`src/design/hpc_pkg.sv`:
```
// Shared types and constants for the downstream slot hot-plug controller
package hpc_pkg;

   // Slots exist for downstream ports 1, 6 and 7, held at indices 0, 1 and 2
   localparam int unsigned N_SLOTS = 3;

   // Sensor inputs of one slot, as seen on the expander
   typedef struct packed {
      logic attn_button;
      logic presence;
      logic power_fault;
      logic latch_sensor;
      logic power_good;
   } hpc_slot_in_t;

   // Indicator and control outputs of one slot
   typedef struct packed {
      logic attn_indicator;
      logic power_indicator;
      logic power_enable;
      logic interlock;
      logic slot_reset;
   } hpc_slot_out_t;

   typedef hpc_slot_in_t [N_SLOTS-1:0] hpc_slot_in_vec_t;
   typedef hpc_slot_out_t [N_SLOTS-1:0] hpc_slot_out_vec_t;

   // Avalon-MM slave request and answer
   typedef struct packed {
      logic read;
      logic write;
      logic [7:0] address;
      logic [3:0] byteenable;
      logic [31:0] writedata;
   } hpc_avm_req_t;

   typedef struct packed {
      logic waitrequest;
      logic [31:0] readdata;
   } hpc_avm_rsp_t;

   // Serial EEPROM initialisation write
   typedef struct packed {
      logic valid;
      logic [7:0] address;
      logic [31:0] data;
   } hpc_ee_wr_t;

   // Register byte addresses
   localparam logic [7:0] ADDR_HOTPLUG_CONFIG_CONTROL = 8'h00;
   localparam logic [7:0] ADDR_IRQ_STATUS = 8'h04;
   localparam logic [7:0] ADDR_IRQ_MASK = 8'h08;
   localparam logic [7:0] ADDR_SLOT_BASE = 8'h10;
   localparam logic [7:0] ADDR_SLOT_STRIDE = 8'h10;
   localparam logic [7:0] OFS_SLOT_CAPABILITIES = 8'h00;
   localparam logic [7:0] OFS_SLOT_CONTROL = 8'h04;
   localparam logic [7:0] OFS_SLOT_STATUS = 8'h08;

   // Polarity invert and mode bit positions in hotplug_config_control
   localparam int unsigned INV_ATTN_BUTTON = 0;
   localparam int unsigned INV_PRESENCE = 1;
   localparam int unsigned INV_POWER_FAULT = 2;
   localparam int unsigned INV_LATCH_SENSOR = 3;
   localparam int unsigned INV_POWER_GOOD = 4;
   localparam int unsigned INV_ATTN_INDICATOR = 5;
   localparam int unsigned INV_POWER_INDICATOR = 6;
   localparam int unsigned INV_POWER_ENABLE = 7;
   localparam int unsigned INV_INTERLOCK = 8;
   localparam int unsigned INV_SLOT_RESET = 9;
   localparam int unsigned CFG_INTERLOCK_TOGGLE_MODE = 16;
   localparam int unsigned CFG_LATCH_SUBSTITUTION = 17;
   localparam int unsigned CFG_AUTO_POWER_OFF_ON_OPEN = 18;
   localparam logic [31:0] CFG_MASK = 32'h0007_03FF;
   localparam logic [31:0] CFG_RESET = 32'h0000_0000;

   // slot_capabilities fields
   localparam int unsigned CAP_LATCH_PRESENT = 2;
   localparam int unsigned CAP_CONTROLLER_PRESENT = 6;
   localparam logic [31:0] CAP_RESET = 32'h0000_0000;

   // slot_control fields
   localparam int unsigned CTL_ATTN_IND_LSB = 6;
   localparam int unsigned CTL_POWER_IND_LSB = 8;
   localparam int unsigned CTL_POWER_CONTROLLER_CONTROL = 10;
   localparam int unsigned CTL_INTERLOCK_CONTROL = 11;
   localparam logic [31:0] CTL_MASK = 32'h0000_07FF;
   localparam logic [31:0] CTL_RESET = 32'h0000_07C0;
   localparam logic [1:0] IND_ON = 2'h1;
   localparam logic [1:0] IND_BLINK = 2'h2;

   // slot_status fields; bits 0 to 4 are sticky events
   localparam int unsigned STS_ATTN_PRESSED = 0;
   localparam int unsigned STS_POWER_FAULT = 1;
   localparam int unsigned STS_LATCH_CHANGED = 2;
   localparam int unsigned STS_PRESENCE_CHANGED = 3;
   localparam int unsigned STS_COMMAND_COMPLETED = 4;
   localparam int unsigned STS_LATCH_SENSOR_STATE = 5;
   localparam int unsigned STS_PRESENCE_STATE = 6;
   localparam int unsigned STS_INTERLOCK_STATE = 7;
   localparam int unsigned STS_EVENT_BITS = 5;

   // Interlock pulse window
   localparam int unsigned CLK_MHZ = 250;
   localparam int unsigned ILOCK_MIN_MS = 100;
   localparam int unsigned ILOCK_MAX_MS = 150;
   localparam int unsigned ILOCK_MIN_CYCLES = ILOCK_MIN_MS * 1000 * CLK_MHZ + 1;
   localparam int unsigned ILOCK_MAX_CYCLES = ILOCK_MAX_MS * 1000 * CLK_MHZ - 1;
   localparam int unsigned ILOCK_PULSE_CYCLES = (ILOCK_MIN_CYCLES + ILOCK_MAX_CYCLES) / 2;

endpackage : hpc_pkg

```
`src/design/hpc_slot_ctrl.sv`:
```
// Slot hot-plug controller for downstream ports 1, 6 and 7
//
// What this block does
// Slot logic active only with controller present bit
// Controllers only for ports 1, 6, 7
// Slot signals exchanged through SMBus I/O expander
// Five sensor inputs, five control outputs per slot
// Slot reset on GPIO pin, not expander
// Presence only from presence-detect pin
// Indicators driven by port logic, wherever mounted
// No in-band indicator or button messages
// Per-signal polarity invert, common to all ports
// Interlock write pulses output 100 to 150 ms
// Toggle mode inverts interlock on each write
// Latch substitution reports latch as interlock state
// Substitution forces latch sensor state closed
// Otherwise interlock state reads driven expander level
// Auto power-off on open latch overrides power control
// EEPROM may override hot-plug register defaults
// Expander init after EEPROM; no completion flag
// Interlock pulse timed by core-clock counter
`timescale 1ns/100ps
module hpc_slot_ctrl #(
   parameter logic [31:0] P_ILOCK_CYCLES = 32'(hpc_pkg::ILOCK_PULSE_CYCLES)
) (
   // Clock, reset, enable
   input wire logic i_sys_clk,
   input wire logic i_rstn,
   input wire logic i_clk_en,
   // Avalon-MM register slave
   input wire hpc_pkg::hpc_avm_req_t i_avm,
   output hpc_pkg::hpc_avm_rsp_t o_avm,
   // Serial EEPROM initialisation
   input wire hpc_pkg::hpc_ee_wr_t i_ee_wr,
   input wire logic i_ee_done,
   // I/O expander side
   input wire hpc_pkg::hpc_slot_in_vec_t i_slot_in,
   output hpc_pkg::hpc_slot_out_vec_t o_slot_out,
   output logic o_exp_init,
   output logic o_exp_update,
   input wire logic i_exp_done,
   // GPIO alternate function and interrupt
   output logic [hpc_pkg::N_SLOTS-1:0] o_slot_reset_out,
   output logic o_irq
);
   import hpc_pkg::*;

   typedef struct packed {
      hpc_slot_in_vec_t ff1;
      hpc_slot_in_vec_t ff2;
      hpc_slot_in_vec_t ff3;
      hpc_slot_in_vec_t stable;
      logic [31:0] cfg;
      logic [N_SLOTS-1:0][31:0] cap;
      logic [N_SLOTS-1:0][31:0] ctl;
      logic [N_SLOTS-1:0][STS_EVENT_BITS-1:0] ev;
      logic [N_SLOTS-1:0] ilock;
      logic [N_SLOTS-1:0][31:0] ilock_cnt;
      logic [N_SLOTS-1:0] cmd_pend;
      logic [N_SLOTS-1:0] irq_sts;
      logic [N_SLOTS-1:0] irq_msk;
      hpc_slot_out_vec_t outs;
      logic ack;
      logic [31:0] rdata;
      logic init_done;
      logic exp_init;
      logic exp_update;
   } hpc_state_t;

   hpc_state_t s_reg;
   hpc_state_t s_next;

   localparam hpc_state_t STATE_RESET = '{
      cfg: CFG_RESET,
      cap: {N_SLOTS{CAP_RESET}},
      ctl: {N_SLOTS{CTL_RESET}},
      default: '0
   };

   function automatic logic [31:0] be_merge(input logic [31:0] old_v, input logic [31:0] new_v,
                                            input logic [3:0] be);
      logic [31:0] r;
      r = old_v;
      for (int b = 0; b < 4; b++) begin
         if (be[b]) begin
            r[8*b +: 8] = new_v[8*b +: 8];
         end
      end
      return r;
   endfunction : be_merge

   function automatic logic [7:0] slot_addr(input int unsigned k, input logic [7:0] ofs);
      return 8'(ADDR_SLOT_BASE + 8'(k) * ADDR_SLOT_STRIDE + ofs);
   endfunction : slot_addr

   // Input polarity in the field order of hpc_slot_in_t
   function automatic hpc_slot_in_t in_inv(input logic [31:0] cfg);
      hpc_slot_in_t v;
      v.attn_button = cfg[INV_ATTN_BUTTON];
      v.presence = cfg[INV_PRESENCE];
      v.power_fault = cfg[INV_POWER_FAULT];
      v.latch_sensor = cfg[INV_LATCH_SENSOR];
      v.power_good = cfg[INV_POWER_GOOD];
      return v;
   endfunction : in_inv

   function automatic hpc_slot_out_t out_inv(input logic [31:0] cfg);
      hpc_slot_out_t v;
      v.attn_indicator = cfg[INV_ATTN_INDICATOR];
      v.power_indicator = cfg[INV_POWER_INDICATOR];
      v.power_enable = cfg[INV_POWER_ENABLE];
      v.interlock = cfg[INV_INTERLOCK];
      v.slot_reset = cfg[INV_SLOT_RESET];
      return v;
   endfunction : out_inv

   // Read mux
   function automatic logic [31:0] read_reg(input hpc_state_t st, input logic [7:0] a);
      logic [31:0] r;
      hpc_slot_in_t lv;
      logic ilock_st;
      logic latch_st;
      r = '0;
      if (a == ADDR_HOTPLUG_CONFIG_CONTROL) begin
         r = st.cfg;
      end
      if (a == ADDR_IRQ_STATUS) begin
         r[N_SLOTS-1:0] = st.irq_sts;
      end
      if (a == ADDR_IRQ_MASK) begin
         r[N_SLOTS-1:0] = st.irq_msk;
      end
      for (int unsigned k = 0; k < N_SLOTS; k++) begin
         lv = st.stable[k] ^ in_inv(st.cfg);
         if (st.cfg[CFG_LATCH_SUBSTITUTION]) begin
            ilock_st = lv.latch_sensor;
            latch_st = 1'b0;
         end else begin
            ilock_st = st.outs[k].interlock;
            latch_st = lv.latch_sensor;
         end
         if (a == slot_addr(k, OFS_SLOT_CAPABILITIES)) begin
            r = st.cap[k];
         end
         if (a == slot_addr(k, OFS_SLOT_CONTROL)) begin
            r = st.ctl[k];
         end
         if (a == slot_addr(k, OFS_SLOT_STATUS)) begin
            r[STS_EVENT_BITS-1:0] = st.ev[k];
            r[STS_LATCH_SENSOR_STATE] = latch_st;
            r[STS_PRESENCE_STATE] = lv.presence;
            r[STS_INTERLOCK_STATE] = ilock_st;
         end
      end
      return r;
   endfunction : read_reg

   always_comb begin
      logic [N_SLOTS-1:0][STS_EVENT_BITS-1:0] ev_set;
      hpc_slot_in_t cur_l;
      hpc_slot_in_t new_l;
      logic wen;
      logic from_ee;
      logic [7:0] wa;
      logic [31:0] wd;
      logic [3:0] wbe;
      logic en;
      logic auto_off;
      logic pwr_on;
      hpc_slot_out_t lo;
      ev_set = '0;
      cur_l = '0;
      new_l = '0;
      wen = 1'b0;
      from_ee = 1'b0;
      wa = '0;
      wd = '0;
      wbe = '0;
      en = 1'b0;
      auto_off = 1'b0;
      pwr_on = 1'b0;
      lo = '0;
      s_next = s_reg;
      s_next.exp_init = 1'b0;
      s_next.exp_update = 1'b0;

      // Three-stage synchroniser for expander inputs
      s_next.ff1 = i_slot_in;
      s_next.ff2 = s_reg.ff1;
      s_next.ff3 = s_reg.ff2;

      for (int unsigned k = 0; k < N_SLOTS; k++) begin
         en = s_reg.cap[k][CAP_CONTROLLER_PRESENT];
         cur_l = s_reg.stable[k] ^ in_inv(s_reg.cfg);
         // Change accepted once stages two and three agree
         if (s_reg.ff2[k] == s_reg.ff3[k] && s_reg.ff3[k] != s_reg.stable[k]) begin
            s_next.stable[k] = s_reg.ff3[k];
            new_l = s_reg.ff3[k] ^ in_inv(s_reg.cfg);
            if (en) begin
               ev_set[k][STS_ATTN_PRESSED] = new_l.attn_button & ~cur_l.attn_button;
               ev_set[k][STS_POWER_FAULT] = new_l.power_fault & ~cur_l.power_fault;
               ev_set[k][STS_LATCH_CHANGED] = new_l.latch_sensor ^ cur_l.latch_sensor;
               ev_set[k][STS_PRESENCE_CHANGED] = new_l.presence ^ cur_l.presence;
            end
         end
         // Interlock pulse countdown
         if (s_reg.ilock_cnt[k] != '0) begin
            s_next.ilock_cnt[k] = s_reg.ilock_cnt[k] - 32'h0000_0001;
            if (s_reg.ilock_cnt[k] == 32'h0000_0001) begin
               s_next.ilock[k] = 1'b0;
            end
         end
         // Expander finished the update that a command asked for
         if (i_exp_done && s_reg.cmd_pend[k]) begin
            s_next.cmd_pend[k] = 1'b0;
            ev_set[k][STS_COMMAND_COMPLETED] = 1'b1;
         end
      end

      // Expander is set up only once EEPROM loading is over
      if (i_ee_done && !s_reg.init_done) begin
         s_next.init_done = 1'b1;
         s_next.exp_init = 1'b1;
      end

      // Bus answer: one wait cycle, then the request completes
      s_next.ack = 1'b0;
      if ((i_avm.read || i_avm.write) && !s_reg.ack) begin
         s_next.ack = 1'b1;
         if (i_avm.read) begin
            s_next.rdata = read_reg(s_reg, i_avm.address);
         end
      end

      // EEPROM write first, bus write second so the bus wins a collision
      for (int src = 0; src < 2; src++) begin
         if (src == 0) begin
            wen = i_ee_wr.valid;
            from_ee = 1'b1;
            wa = i_ee_wr.address;
            wd = i_ee_wr.data;
            wbe = 4'hF;
         end else begin
            wen = i_avm.write && s_reg.ack;
            from_ee = 1'b0;
            wa = i_avm.address;
            wd = i_avm.writedata;
            wbe = i_avm.byteenable;
         end
         if (wen) begin
            if (wa == ADDR_HOTPLUG_CONFIG_CONTROL) begin
               s_next.cfg = be_merge(s_next.cfg, wd, wbe) & CFG_MASK;
            end
            if (wa == ADDR_IRQ_STATUS && !from_ee && wbe[0]) begin
               s_next.irq_sts = s_next.irq_sts & ~wd[N_SLOTS-1:0];
            end
            if (wa == ADDR_IRQ_MASK && wbe[0]) begin
               s_next.irq_msk = wd[N_SLOTS-1:0];
            end
            for (int unsigned k = 0; k < N_SLOTS; k++) begin
               en = s_reg.cap[k][CAP_CONTROLLER_PRESENT];
               // Capabilities are set up by EEPROM only
               if (wa == slot_addr(k, OFS_SLOT_CAPABILITIES) && from_ee) begin
                  s_next.cap[k] = wd;
               end
               if (wa == slot_addr(k, OFS_SLOT_CONTROL)) begin
                  s_next.ctl[k] = be_merge(s_next.ctl[k], wd, wbe) & CTL_MASK;
                  if (!from_ee && en) begin
                     s_next.cmd_pend[k] = 1'b1;
                     s_next.exp_update = 1'b1;
                     if (wd[CTL_INTERLOCK_CONTROL] && wbe[CTL_INTERLOCK_CONTROL / 8]) begin
                        if (s_reg.cfg[CFG_INTERLOCK_TOGGLE_MODE]) begin
                           s_next.ilock[k] = ~s_reg.ilock[k];
                           s_next.ilock_cnt[k] = '0;
                        end else begin
                           s_next.ilock[k] = 1'b1;
                           s_next.ilock_cnt[k] = P_ILOCK_CYCLES;
                        end
                     end
                  end
               end
               if (wa == slot_addr(k, OFS_SLOT_STATUS) && !from_ee && wbe[0]) begin
                  s_next.ev[k] = s_next.ev[k] & ~wd[STS_EVENT_BITS-1:0];
               end
            end
         end
      end

      // Sets land after clears so a same-cycle event survives
      for (int unsigned k = 0; k < N_SLOTS; k++) begin
         s_next.ev[k] = s_next.ev[k] | ev_set[k];
         if (ev_set[k] != '0) begin
            s_next.irq_sts[k] = 1'b1;
         end
      end

      // Slot outputs, wired locally through the expander except slot reset
      for (int unsigned k = 0; k < N_SLOTS; k++) begin
         en = s_reg.cap[k][CAP_CONTROLLER_PRESENT];
         cur_l = s_reg.stable[k] ^ in_inv(s_reg.cfg);
         auto_off = s_reg.cfg[CFG_AUTO_POWER_OFF_ON_OPEN] && s_reg.cap[k][CAP_LATCH_PRESENT]
                    && cur_l.latch_sensor;
         pwr_on = en && !s_reg.ctl[k][CTL_POWER_CONTROLLER_CONTROL] && !auto_off;
         lo.attn_indicator = en && (s_reg.ctl[k][CTL_ATTN_IND_LSB +: 2] == IND_ON
                             || s_reg.ctl[k][CTL_ATTN_IND_LSB +: 2] == IND_BLINK);
         lo.power_indicator = en && (s_reg.ctl[k][CTL_POWER_IND_LSB +: 2] == IND_ON
                              || s_reg.ctl[k][CTL_POWER_IND_LSB +: 2] == IND_BLINK);
         lo.power_enable = pwr_on;
         lo.interlock = en && s_reg.ilock[k];
         // Slot held in reset until its power is on and good
         lo.slot_reset = en && !(pwr_on && cur_l.power_good);
         s_next.outs[k] = lo ^ out_inv(s_reg.cfg);
      end
   end

   always_ff @(posedge i_sys_clk or negedge i_rstn) begin
      if (!i_rstn) begin
         s_reg <= STATE_RESET;
      end else if (i_clk_en) begin
         s_reg <= s_next;
      end
   end

   // Answer only at an edge that really commits the access
   assign o_avm.waitrequest = (i_avm.read || i_avm.write) && !(s_reg.ack && i_clk_en);
   assign o_avm.readdata = s_reg.rdata;

   // Reset leaves the expander path and goes to its own pin
   always_comb begin
      o_slot_out = s_reg.outs;
      for (int unsigned k = 0; k < N_SLOTS; k++) begin
         o_slot_out[k].slot_reset = 1'b0;
         o_slot_reset_out[k] = s_reg.outs[k].slot_reset;
      end
   end

   assign o_exp_init = s_reg.exp_init;
   assign o_exp_update = s_reg.exp_update;
   assign o_irq = |(s_reg.irq_sts & s_reg.irq_msk);

endmodule : hpc_slot_ctrl

```
`config.mk`:
```
export PLATFORM = sky130hd
export DESIGN_NAME = hpc_slot_ctrl
export DESIGN_NICKNAME = d
export VERILOG_FILES = /design/src/design/hpc_pkg.sv /design/src/design/hpc_slot_ctrl.sv
export SDC_FILE = /design/constraint.sdc
export NUM_CORES = 1
export LEC_CHECK = 0
export BUFFER_PORTS_ARGS = -buffer_cell sky130_fd_sc_hd__buf_2
export CAP_MARGIN = 20
export CELL_PAD_IN_SITES_DETAIL_PLACEMENT = 1
export CELL_PAD_IN_SITES_GLOBAL_PLACEMENT = 1
export CORE_MARGIN = 1.5
export CORE_UTILIZATION = 45
export DETAILED_ROUTE_END_ITERATION = 8
export PLACE_DENSITY = 0.82
export SLEW_MARGIN = 20
export SYNTH_ARGS = -nofsm -noshare
export SYNTH_HDL_FRONTEND = slang
export SYNTH_SLANG_ARGS = --single-unit
```
`constraint.sdc`:
```
create_clock -name i_sys_clk -period 5.75 [get_ports i_sys_clk]
set_input_delay 0.575 -clock i_sys_clk [delete_from_list [all_inputs] [get_ports i_sys_clk]]
set_output_delay 0.575 -clock i_sys_clk [all_outputs]
set_load 0.05 [all_outputs]
```
[After elaboration in Yosys (flattened, before gate mapping)]
Index checks and enable logic that the tools add are counted.
Storage, ports and cells
  bits in registers: 458
  logic and storage cells: 366
  input port bits: 107
Cells by class
  bitwise logic cells: 40
  multiplexer cells: 110
  reductions and logical operators: 77
  equal/unequal tests: 39
  add/sub/neg operators: 3
Operators with widths (number)
  $mux 32: 33
  $mux 347: 2
  $eq 32x1->1 const B: 3
  $reduce_bool 32->1: 3
  $sub 32x1->32 const B: 3
  $eq 8x6->1 const B: 10
  $mux 8: 7
  $mux 1: 47
  $xor 5x5->5: 9
  $logic_and 1x1->1: 44
  $eq 8x5->1 const B: 5
  $mux 33: 1
  $mux 3: 9
  $mux 25: 1
  $mux 4: 6
  $eq 8x4->1 const B: 2
  $logic_not 8->1: 2
  $and 5x5->5: 3
  $eq 5x5->1: 3
  $mux 5: 3
  $ne 5x5->1: 3
  $or 5x5->5: 3
  $reduce_bool 5->1: 3
  $eq 2x1->1 const B: 6
  14 further kinds: 58

[Depth between registers and ports, before layout]
Gate-level depths: netlist (run 1).
  depth after elaboration: 17
  mapped depth: 9
  gate-level depth less buffers: 8

[Worst setup path before layout (run 1)]
No wires, ideal clock.
  path kind: input-to-output
  from: input port i_clk_en
  to: output port o_avm[32] (netlist bit)
  arrival time: 2.137 ns
  slack: 3.038 ns
  stages: 5
  path through: buf_2 > clkbuf_1 > clkbuf_1 > buf_1 > a21oi_1
RTL lines
  start: declaration: RTL line hpc_slot_ctrl.sv:29  | input wire logic i_clk_en,
  end: declaration: RTL line hpc_slot_ctrl.sv:32  | output hpc_pkg::hpc_avm_rsp_t o_avm,

[Worst setup path in the final report (run 1)]
  from: input port i_avm[38] (netlist bit)
  to: register s_reg[239] (netlist bit)
Between the ends
  word-level cells in the longest chain between the ends: 3
RTL lines
  start: declaration: RTL line hpc_slot_ctrl.sv:31  | input wire hpc_pkg::hpc_avm_req_t i_avm,
  $eq 8x6->1: RTL line hpc_slot_ctrl.sv:266  | if (wa == slot_addr(k, OFS_SLOT_CONTROL)) begin
  $mux 32: RTL line hpc_slot_ctrl.sv:266
  $mux 347: RTL line hpc_slot_ctrl.sv:250  | if (wen) begin
  end signal: assignment: RTL line hpc_slot_ctrl.sv:320  | s_reg <= s_next;
  end: declaration: RTL line hpc_slot_ctrl.sv:70  | hpc_state_t s_reg;
No other way between the ends.
A chain may end at the register's enable or synchronous reset.

==> flow_summary.ini, run 1 <==
[yosys]
ys_ff_latch = 458
synth-adder-area-share_pct = 0.491
yosysUniqueCellTypes = 92
ys_seq_area_share_pct = 50.1
synth.area.top_cells = dfrtp_1 48%, mux2_2 7.7%, o21ai_0 4.0%
synthSimpleGateAreaFrac_pct = 16.7
synth_area_sq_um = 22900
synth_top_family_by_area = compound AO/OA/AOI/OAI gates
synth_area_leader_cell = dfrtp_1
synth_mux_area_share_pct = 7.92
ys_warn_count = 0
synthArstFlopShare_pct = 100
synthFlopType = dfrtp_1
synth_top_area_share_pct = 48.4
avgSynthCellArea_sq_um = 10.0
synth-xor-area-share_pct = 2.56
synth_compound_area_share_pct = 18.0
postSynthCellCount = 2283
synth_edf_count = 0

[worst_hold_path]
hold_start = i_slot_in[6]
min_to = s_next[434]
whs_path_depth = 2
min_path_type = in -> reg

[power_and_ir_drop]
ir_drop_uv = 227
switching_share_pct = 30.8
power_density_nw_per_um2 = 338
p_seq_share_pct = 45.1
leakage_uw = 0.0112
p_comb_share_pct = 16.3
p_sw_uw = 2660
p_int_uw = 5990
pwr-share-clk_pct = 38.6

[global_route]
grt_max_degree = 173
grt_first_pass_wirelength_um = 122000
grt-ovfl-total = 0
grt_use_met2_pct = 49.1
antenna_found_initial = 14
use_met3_pct = 5.84
grt_busiest_layer = met2
grt_use_met1_pct = 38.9
grt_pass1_vias = 20873
gr-usage-all-layers_pct = 30.0

[route]
route.detailed.drc = 0
drt_wl_total_um = 79100
viasPerCell = 6.44
dr_total_vias = 19598
wl_per_cell_um = 26.0
drtIter0Drc = 1983
dr.pass1.iters = 5
ant_nets = 0

[place]
port-buffer-count = 139
dp_hpwl_um = 50900
place_area_sq_um = 23900
gp_congestion = 0.958

[die]
die_w_um = 229
die-area_sq_um = 52300
start_util_pct = 45.7
ios = 161
core_area_sq_um = 50200
die_h_um = 229
rows = 82

[clocking]
postCtsSetupBuffers = 0
cts_sinks = 458
cts_resized = 0
cts-root-buf = clkbuf_16
hold_buffers = 1
cts_buffer_depth = 3
clk_latency_ns = 0.62
cts_buffers = 50
cts_tree = built
clk_pin_slew_worst_paths_ns = 0.06
cts-htree-levels = 2

[finish]
fin_nets = 2439
area.growth.synth_to_final_pct = 11.8
final_util_pct = 51.1
fill_cells = 5506
drive_above_1_share_pct = 20.3
largest_register_ffs = 379
final_area_sq_um = 25600

[worst_setup_path]
end_kind = flip-flop
r2r_setup_slack_ns = 2.91
r2r-start = s_reg[35]
cp.required_ns = 6.19
crit_type = in -> reg
startpoint_type = input pin
cp_max_fo = 34
r2r_cells = 7
r2r_end = s_reg[143]
worstSetupStartpoint = i_avm[38]
crit_arrival_ns = 3.95

[sta]
skew_ns = 0.0269
post-route-min-period_ns = 3.51
tns_ns = 0
rsz0062_at_grt = no
fmax_ghz = 0.285
hold_viol = 0
final-setup-viol-count = 0
period_share_pct = 61.1
worst_pin_slew_ns = 1.09
drv_slew = 0
slew_headroom_pct = 26.8

[run]
drv_cap = 0

[status]
outcome = finished clean
-- worst max-delay path, cell delays in order --
cell and delay [ns]:
buf_2 0.54, nor4b_4 0.62, nand2_1 0.57, nor2_1 0.84
o21ai_1 0.48, nand2_1 0.19, o21ai_0 0.10
-- cell usage after synthesis (all sizes together) (14+ instances only) --
library cell,number
nand4,20
dfrtp,443
nor4,39
clkbuf,107
a22oi,50
inv,22
a21o,14
a221oi,25
o21ai,184
nor2,193
nand3,37
and2,96
buf,79
a31oi,16
xor2,42
or4,14
xnor2,25
nand2,182
a21oi,138
mux2,156
nor3,53
dfstp,15
o22ai,81
-- logic make-up (layout without fill, tap and decap cells) --
family,after synthesis,after routing
multiplexers,162,162
adder cells (fa/ha/maj),9,9
buffers and inverters,208,285
XOR/XNOR,67,67
AND/OR/NAND/NOR,732,732
flip-flops,458,458
AO/OA/AOI/OAI,646,646
other,1,12
-- worst max path at each step --
stage	end	slack (ns)	cells past startpoint
2_1_floorplan	o_avm[32]	3.04	5
3_3_place_gp	o_avm[29]	1.79	6
3_5_place_dp	o_avm[12]	1.60	6
4_1_cts	o_avm[12]	2.21	6
5_1_grt	s_reg[239]	2.21	7
6_report	s_reg[239]	2.24	7
-- power groups by stage --
stage,clock network (uW),logic [uW],registers [uW]
2_1_floorplan,0,1050,3810
3_3_place_gp,0,1310,3920
3_5_place_dp,0,1380,3940
4_1_cts,3380,1400,3890
5_1_grt,3500,1540,3940
6_report,3350,1410,3900
-- cell usage in the layout (no fill, tap or decap), types with 25 or more instances in the layout --
| cell | n |
|---|---|
| o22ai_1 | 81 |
| nand2_1 | 180 |
| a22oi_1 | 50 |
| a21oi_1 | 137 |
| nand3_1 | 36 |
| buf_2 | 137 |
| xnor2_1 | 25 |
| mux2_2 | 156 |
| and2_1 | 95 |
| buf_4 | 29 |
| clkbuf_16 | 51 |
| dfrtp_1 | 443 |
| xor2_1 | 42 |
| a221oi_1 | 25 |
| nor2_1 | 187 |
| nor3_1 | 51 |
| nor4_1 | 30 |
| o21ai_0 | 179 |
-- metal layers --
metal / wire, um / share of wire (%)
met1: 32500 / 41
met5: 53 / 0.067
met3: 6000 / 7.6
met2: 37700 / 48
met4: 2840 / 3.6
-- layout make-up --
| class | count | area, sq um | area share [%] |
|---|---|---|---|
| Sequential cell | 458 | 11500 | 44.8 |
| Inverter | 22 | 82.6 | 0.322 |
| Multi-Input combinational cell | 1619 | 10500 | 41.1 |
| Clock buffer | 78 | 1520 | 5.92 |
| Timing Repair Buffer | 172 | 991 | 3.87 |
| Tap cell | 672 | 841 | 3.28 |
| Clock inverter | 13 | 168 | 0.654 |
| Antenna cell | 9 | 22.5 | 0.0878 |
-- through the flow --
stage / setup WS (ns) / hold WS [ns] / total power (uW) / instances
4_1_cts: 2.21 / 0.183 / 8670 / 3034
6_report: 2.24 / 0.205 / 8660 / 3043
5_1_grt: 2.21 / 0.200 / 8980 / 3041
3_3_place_gp: 1.79 / 0.420 / 5230 / 2942
2_1_floorplan: 3.04 / 0.279 / 4870 / 2285
3_5_place_dp: 1.60 / 0.447 / 5320 / 2942
Power figures use the tool's default switching activity.
==> run 2, diff against run 1 <==
--- a/config.mk
+++ b/config.mk
@@ -5,12 +5,13 @@
 export SDC_FILE = /design/constraint.sdc
 export NUM_CORES = 1
 export LEC_CHECK = 0
+export ABC_AREA = 1
 export BUFFER_PORTS_ARGS = -buffer_cell sky130_fd_sc_hd__buf_2
 export CAP_MARGIN = 20
 export CELL_PAD_IN_SITES_DETAIL_PLACEMENT = 1
 export CELL_PAD_IN_SITES_GLOBAL_PLACEMENT = 1
 export CORE_MARGIN = 1.5
-export CORE_UTILIZATION = 45
+export CORE_UTILIZATION = 41
 export DETAILED_ROUTE_END_ITERATION = 8
 export PLACE_DENSITY = 0.82
 export SLEW_MARGIN = 20
==> constraint.sdc (replaced) <==
create_clock -name i_sys_clk -period 3.1 [get_ports i_sys_clk]
set_input_delay 0.31 -clock i_sys_clk [delete_from_list [all_inputs] [get_ports i_sys_clk]]
set_output_delay 0.31 -clock i_sys_clk [all_outputs]
set_load 0.05 [all_outputs]
==> run 2 against run 1 <==
Register-to-register slack lost 2.2 ns. Final area rose by 5.3%. Worst hold slack got worse by 0.17 ns. Utilization is 3.6 points lower. Power rose by 95%. Worst setup slack worse by 1.5 ns. Non-clock buffer count rose by 45. Sequential power grew 89%. Synthesized area grew 3.5%. Routed wire length shrank 0.32%. Count of clock-buffer cells in the layout unchanged.
==> flow_summary.ini, run 2 <==
[global_route]
grt-ovfl-total = 0
grt_first_pass_wirelength_um = 127000
antenna_found_initial = 12
grt_max_degree = 109
gr-usage-all-layers_pct = 26.8
grt_pass1_vias = 23082

[clocking]
postCtsSetupBuffers = 0
clk_pin_slew_worst_paths_ns = 0.06
cts-htree-levels = 2
clk_latency_ns = 0.62
cts_tree = built
cts_buffers = 52
cts_buffer_depth = 3
cts_sinks = 458
cts-root-buf = clkbuf_16

[finish]
final_util_pct = 47.5
largest_register_ffs = 379
fin_nets = 3241
mostFrequentLayoutCells = 738 x nand2_1, 443 x dfrtp_1, 331 x nor2_1
area.growth.synth_to_final_pct = 13.8
final_area_sq_um = 27000
drive_above_1_share_pct = 12.6
final_common_cell = nand2_1

[die]
core_area_sq_um = 56800
rows = 87
die_w_um = 244
die_h_um = 244
start_util_pct = 41.7
ios = 161
die-area_sq_um = 59300

[sta]
fmax_ghz = 0.418
whs_ns = 0.0339
worst_pin_slew_ns = 0.795
setup_slack_ns = 0.710
hold_viol = 0
final-setup-viol-count = 0
skew_ns = 0.0214
rsz0062_at_grt = no
drv_slew = 0
tns_ns = 0
post-route-min-period_ns = 2.39
slew_headroom_pct = 46.6
period_share_pct = 77.1

[route]
drt_wl_total_um = 78800
wl_per_cell_um = 20.1
ant_nets = 0
viasPerCell = 5.48
dr.pass1.iters = 5
dr_total_vias = 21518
route.detailed.drc = 0
drtIter0Drc = 1564

[worst_setup_path]
crit_buf_inv = 2
cp_max_fo = 15
cp_common_cell = nand2_2
startpoint_type = flip-flop
crit_type = reg -> reg
critical_path.slowest_cell = a21oi_2
end_kind = flip-flop
cp.required_ns = 3.63
slowest_delay_ns = 0.57
critPathTopFamily = compound AO/OA/AOI/OAI gates
crit_arrival_ns = 2.92
worstPathCellList = nand2_2, nor2_4, nand2_2, inv_1, nand2_2, inv_2, a21oi_2, o21ai_0, o21ai_0

[yosys]
yosysUniqueCellTypes = 59
synth_area_sq_um = 23700
synth.top_cells.by_count = 738 x nand2_1, 443 x dfrtp_1, 334 x nor2_1, 327 x inv_1, 300 x o21ai_0
synth_top_area_share_pct = 46.7
ys_warn_count = 0
synth_area_leader_cell = dfrtp_1
ys_seq_area_share_pct = 48.4
synth.area.top_cells = dfrtp_1 47%, nand2_1 12%, o21ai_0 6.3%
synth_edf_count = 0
postSynthCellCount = 3021
synth_most_common_cell = nand2_1
synthArstFlopShare_pct = 100
avgSynthCellArea_sq_um = 7.85
ys_ff_latch = 458
synthFlopType = dfrtp_1

[place]
post-place-ws_ns = 0.655
dp_hpwl_um = 55100
gp_congestion = 0.923
place_area_sq_um = 24900
port-buffer-count = 139

[power_and_ir_drop]
leakage_uw = 0.0132
power_density_nw_per_um2 = 627
ir_drop_uv = 456

[status]
outcome = finished clean

[run]
drv_cap = 0

[worst_hold_path]
min_path_type = in -> reg
-- run 2: metrics by stage --
stage | total power (uW) | instances
floorplan | 9710 | 3023
CTS | 17000 | 3924
finish | 16900 | 3930
global route | 17800 | 3930
detailed placement | 10800 | 3790
global placement | 10600 | 3790
-- run 2: cell families after synthesis --
logic type      count (synthesis)  share of synthesized area, %
compound gates                586                          13.9
simple gates                 1375                          25.0
fa+ha+maj                       9                         0.475
buf+inv                       517                          9.38
flops                         458                          48.4
xor+xnor                       75                          2.77
other cells                     1                        0.0158
-- run 2: final cells by class --
type,instances,area (sq um)
Clock inverter,19,138
Inverter,348,1310
Antenna cell,6,15.0
Tap cell,756,946
Multi-Input combinational cell,2048,10100
Sequential cell,458,11500
Clock buffer,78,1570
Fill cell,7002,29800
Timing Repair Buffer,217,1480
-- run 2: worst reg2reg max path, stage by stage, from the launching register on --
cell	delay (ns)
dfrtp_1	0.42
nand2_2	0.30
nor2_4	0.09
nand2_2	0.15
inv_1	0.07
nand2_2	0.32
inv_2	0.10
a21oi_2	0.57
o21ai_0	0.19
o21ai_0	0.12
-- run 2: worst paths after layout --
check	from	end	slack, ns	cells past startpoint
min in group asynchronous	i_rstn	s_reg[71]	0.25	2
setup reg to reg	s_reg[35]	s_reg[70]	0.71	9
setup / recovery	s_reg[35]	s_reg[70]	0.71	9
hold / removal	i_ee_wr[19]	s_reg[321]	0.03	3
max in group asynchronous	i_rstn	s_reg[409]	1.84	3
hold reg to reg	s_next[428]	s_next[428]	0.47	2
-- run 2: layer usage --
metal,wire length (um),vias to the layer above,track usage (%)
met2,37500,626,44.9
met4,2690,12,9.77
met5,90,-,0
met1,33700,10720,34.4
li1,-,9981,-
met3,4910,179,4.99
-- run 2: where the power goes --
part	switching (uW)	internal [uW]	leakage, uW
registers	704	6670	0.00562
logic	2360	1070	0.00670
clock network	2610	3510	0.000853
-- run 2: what timing repair did --
action	4_1_cts	5_1_grt
hold endpoints to repair	108	0
gates resized for setup	0	0
hold buffers	37	0
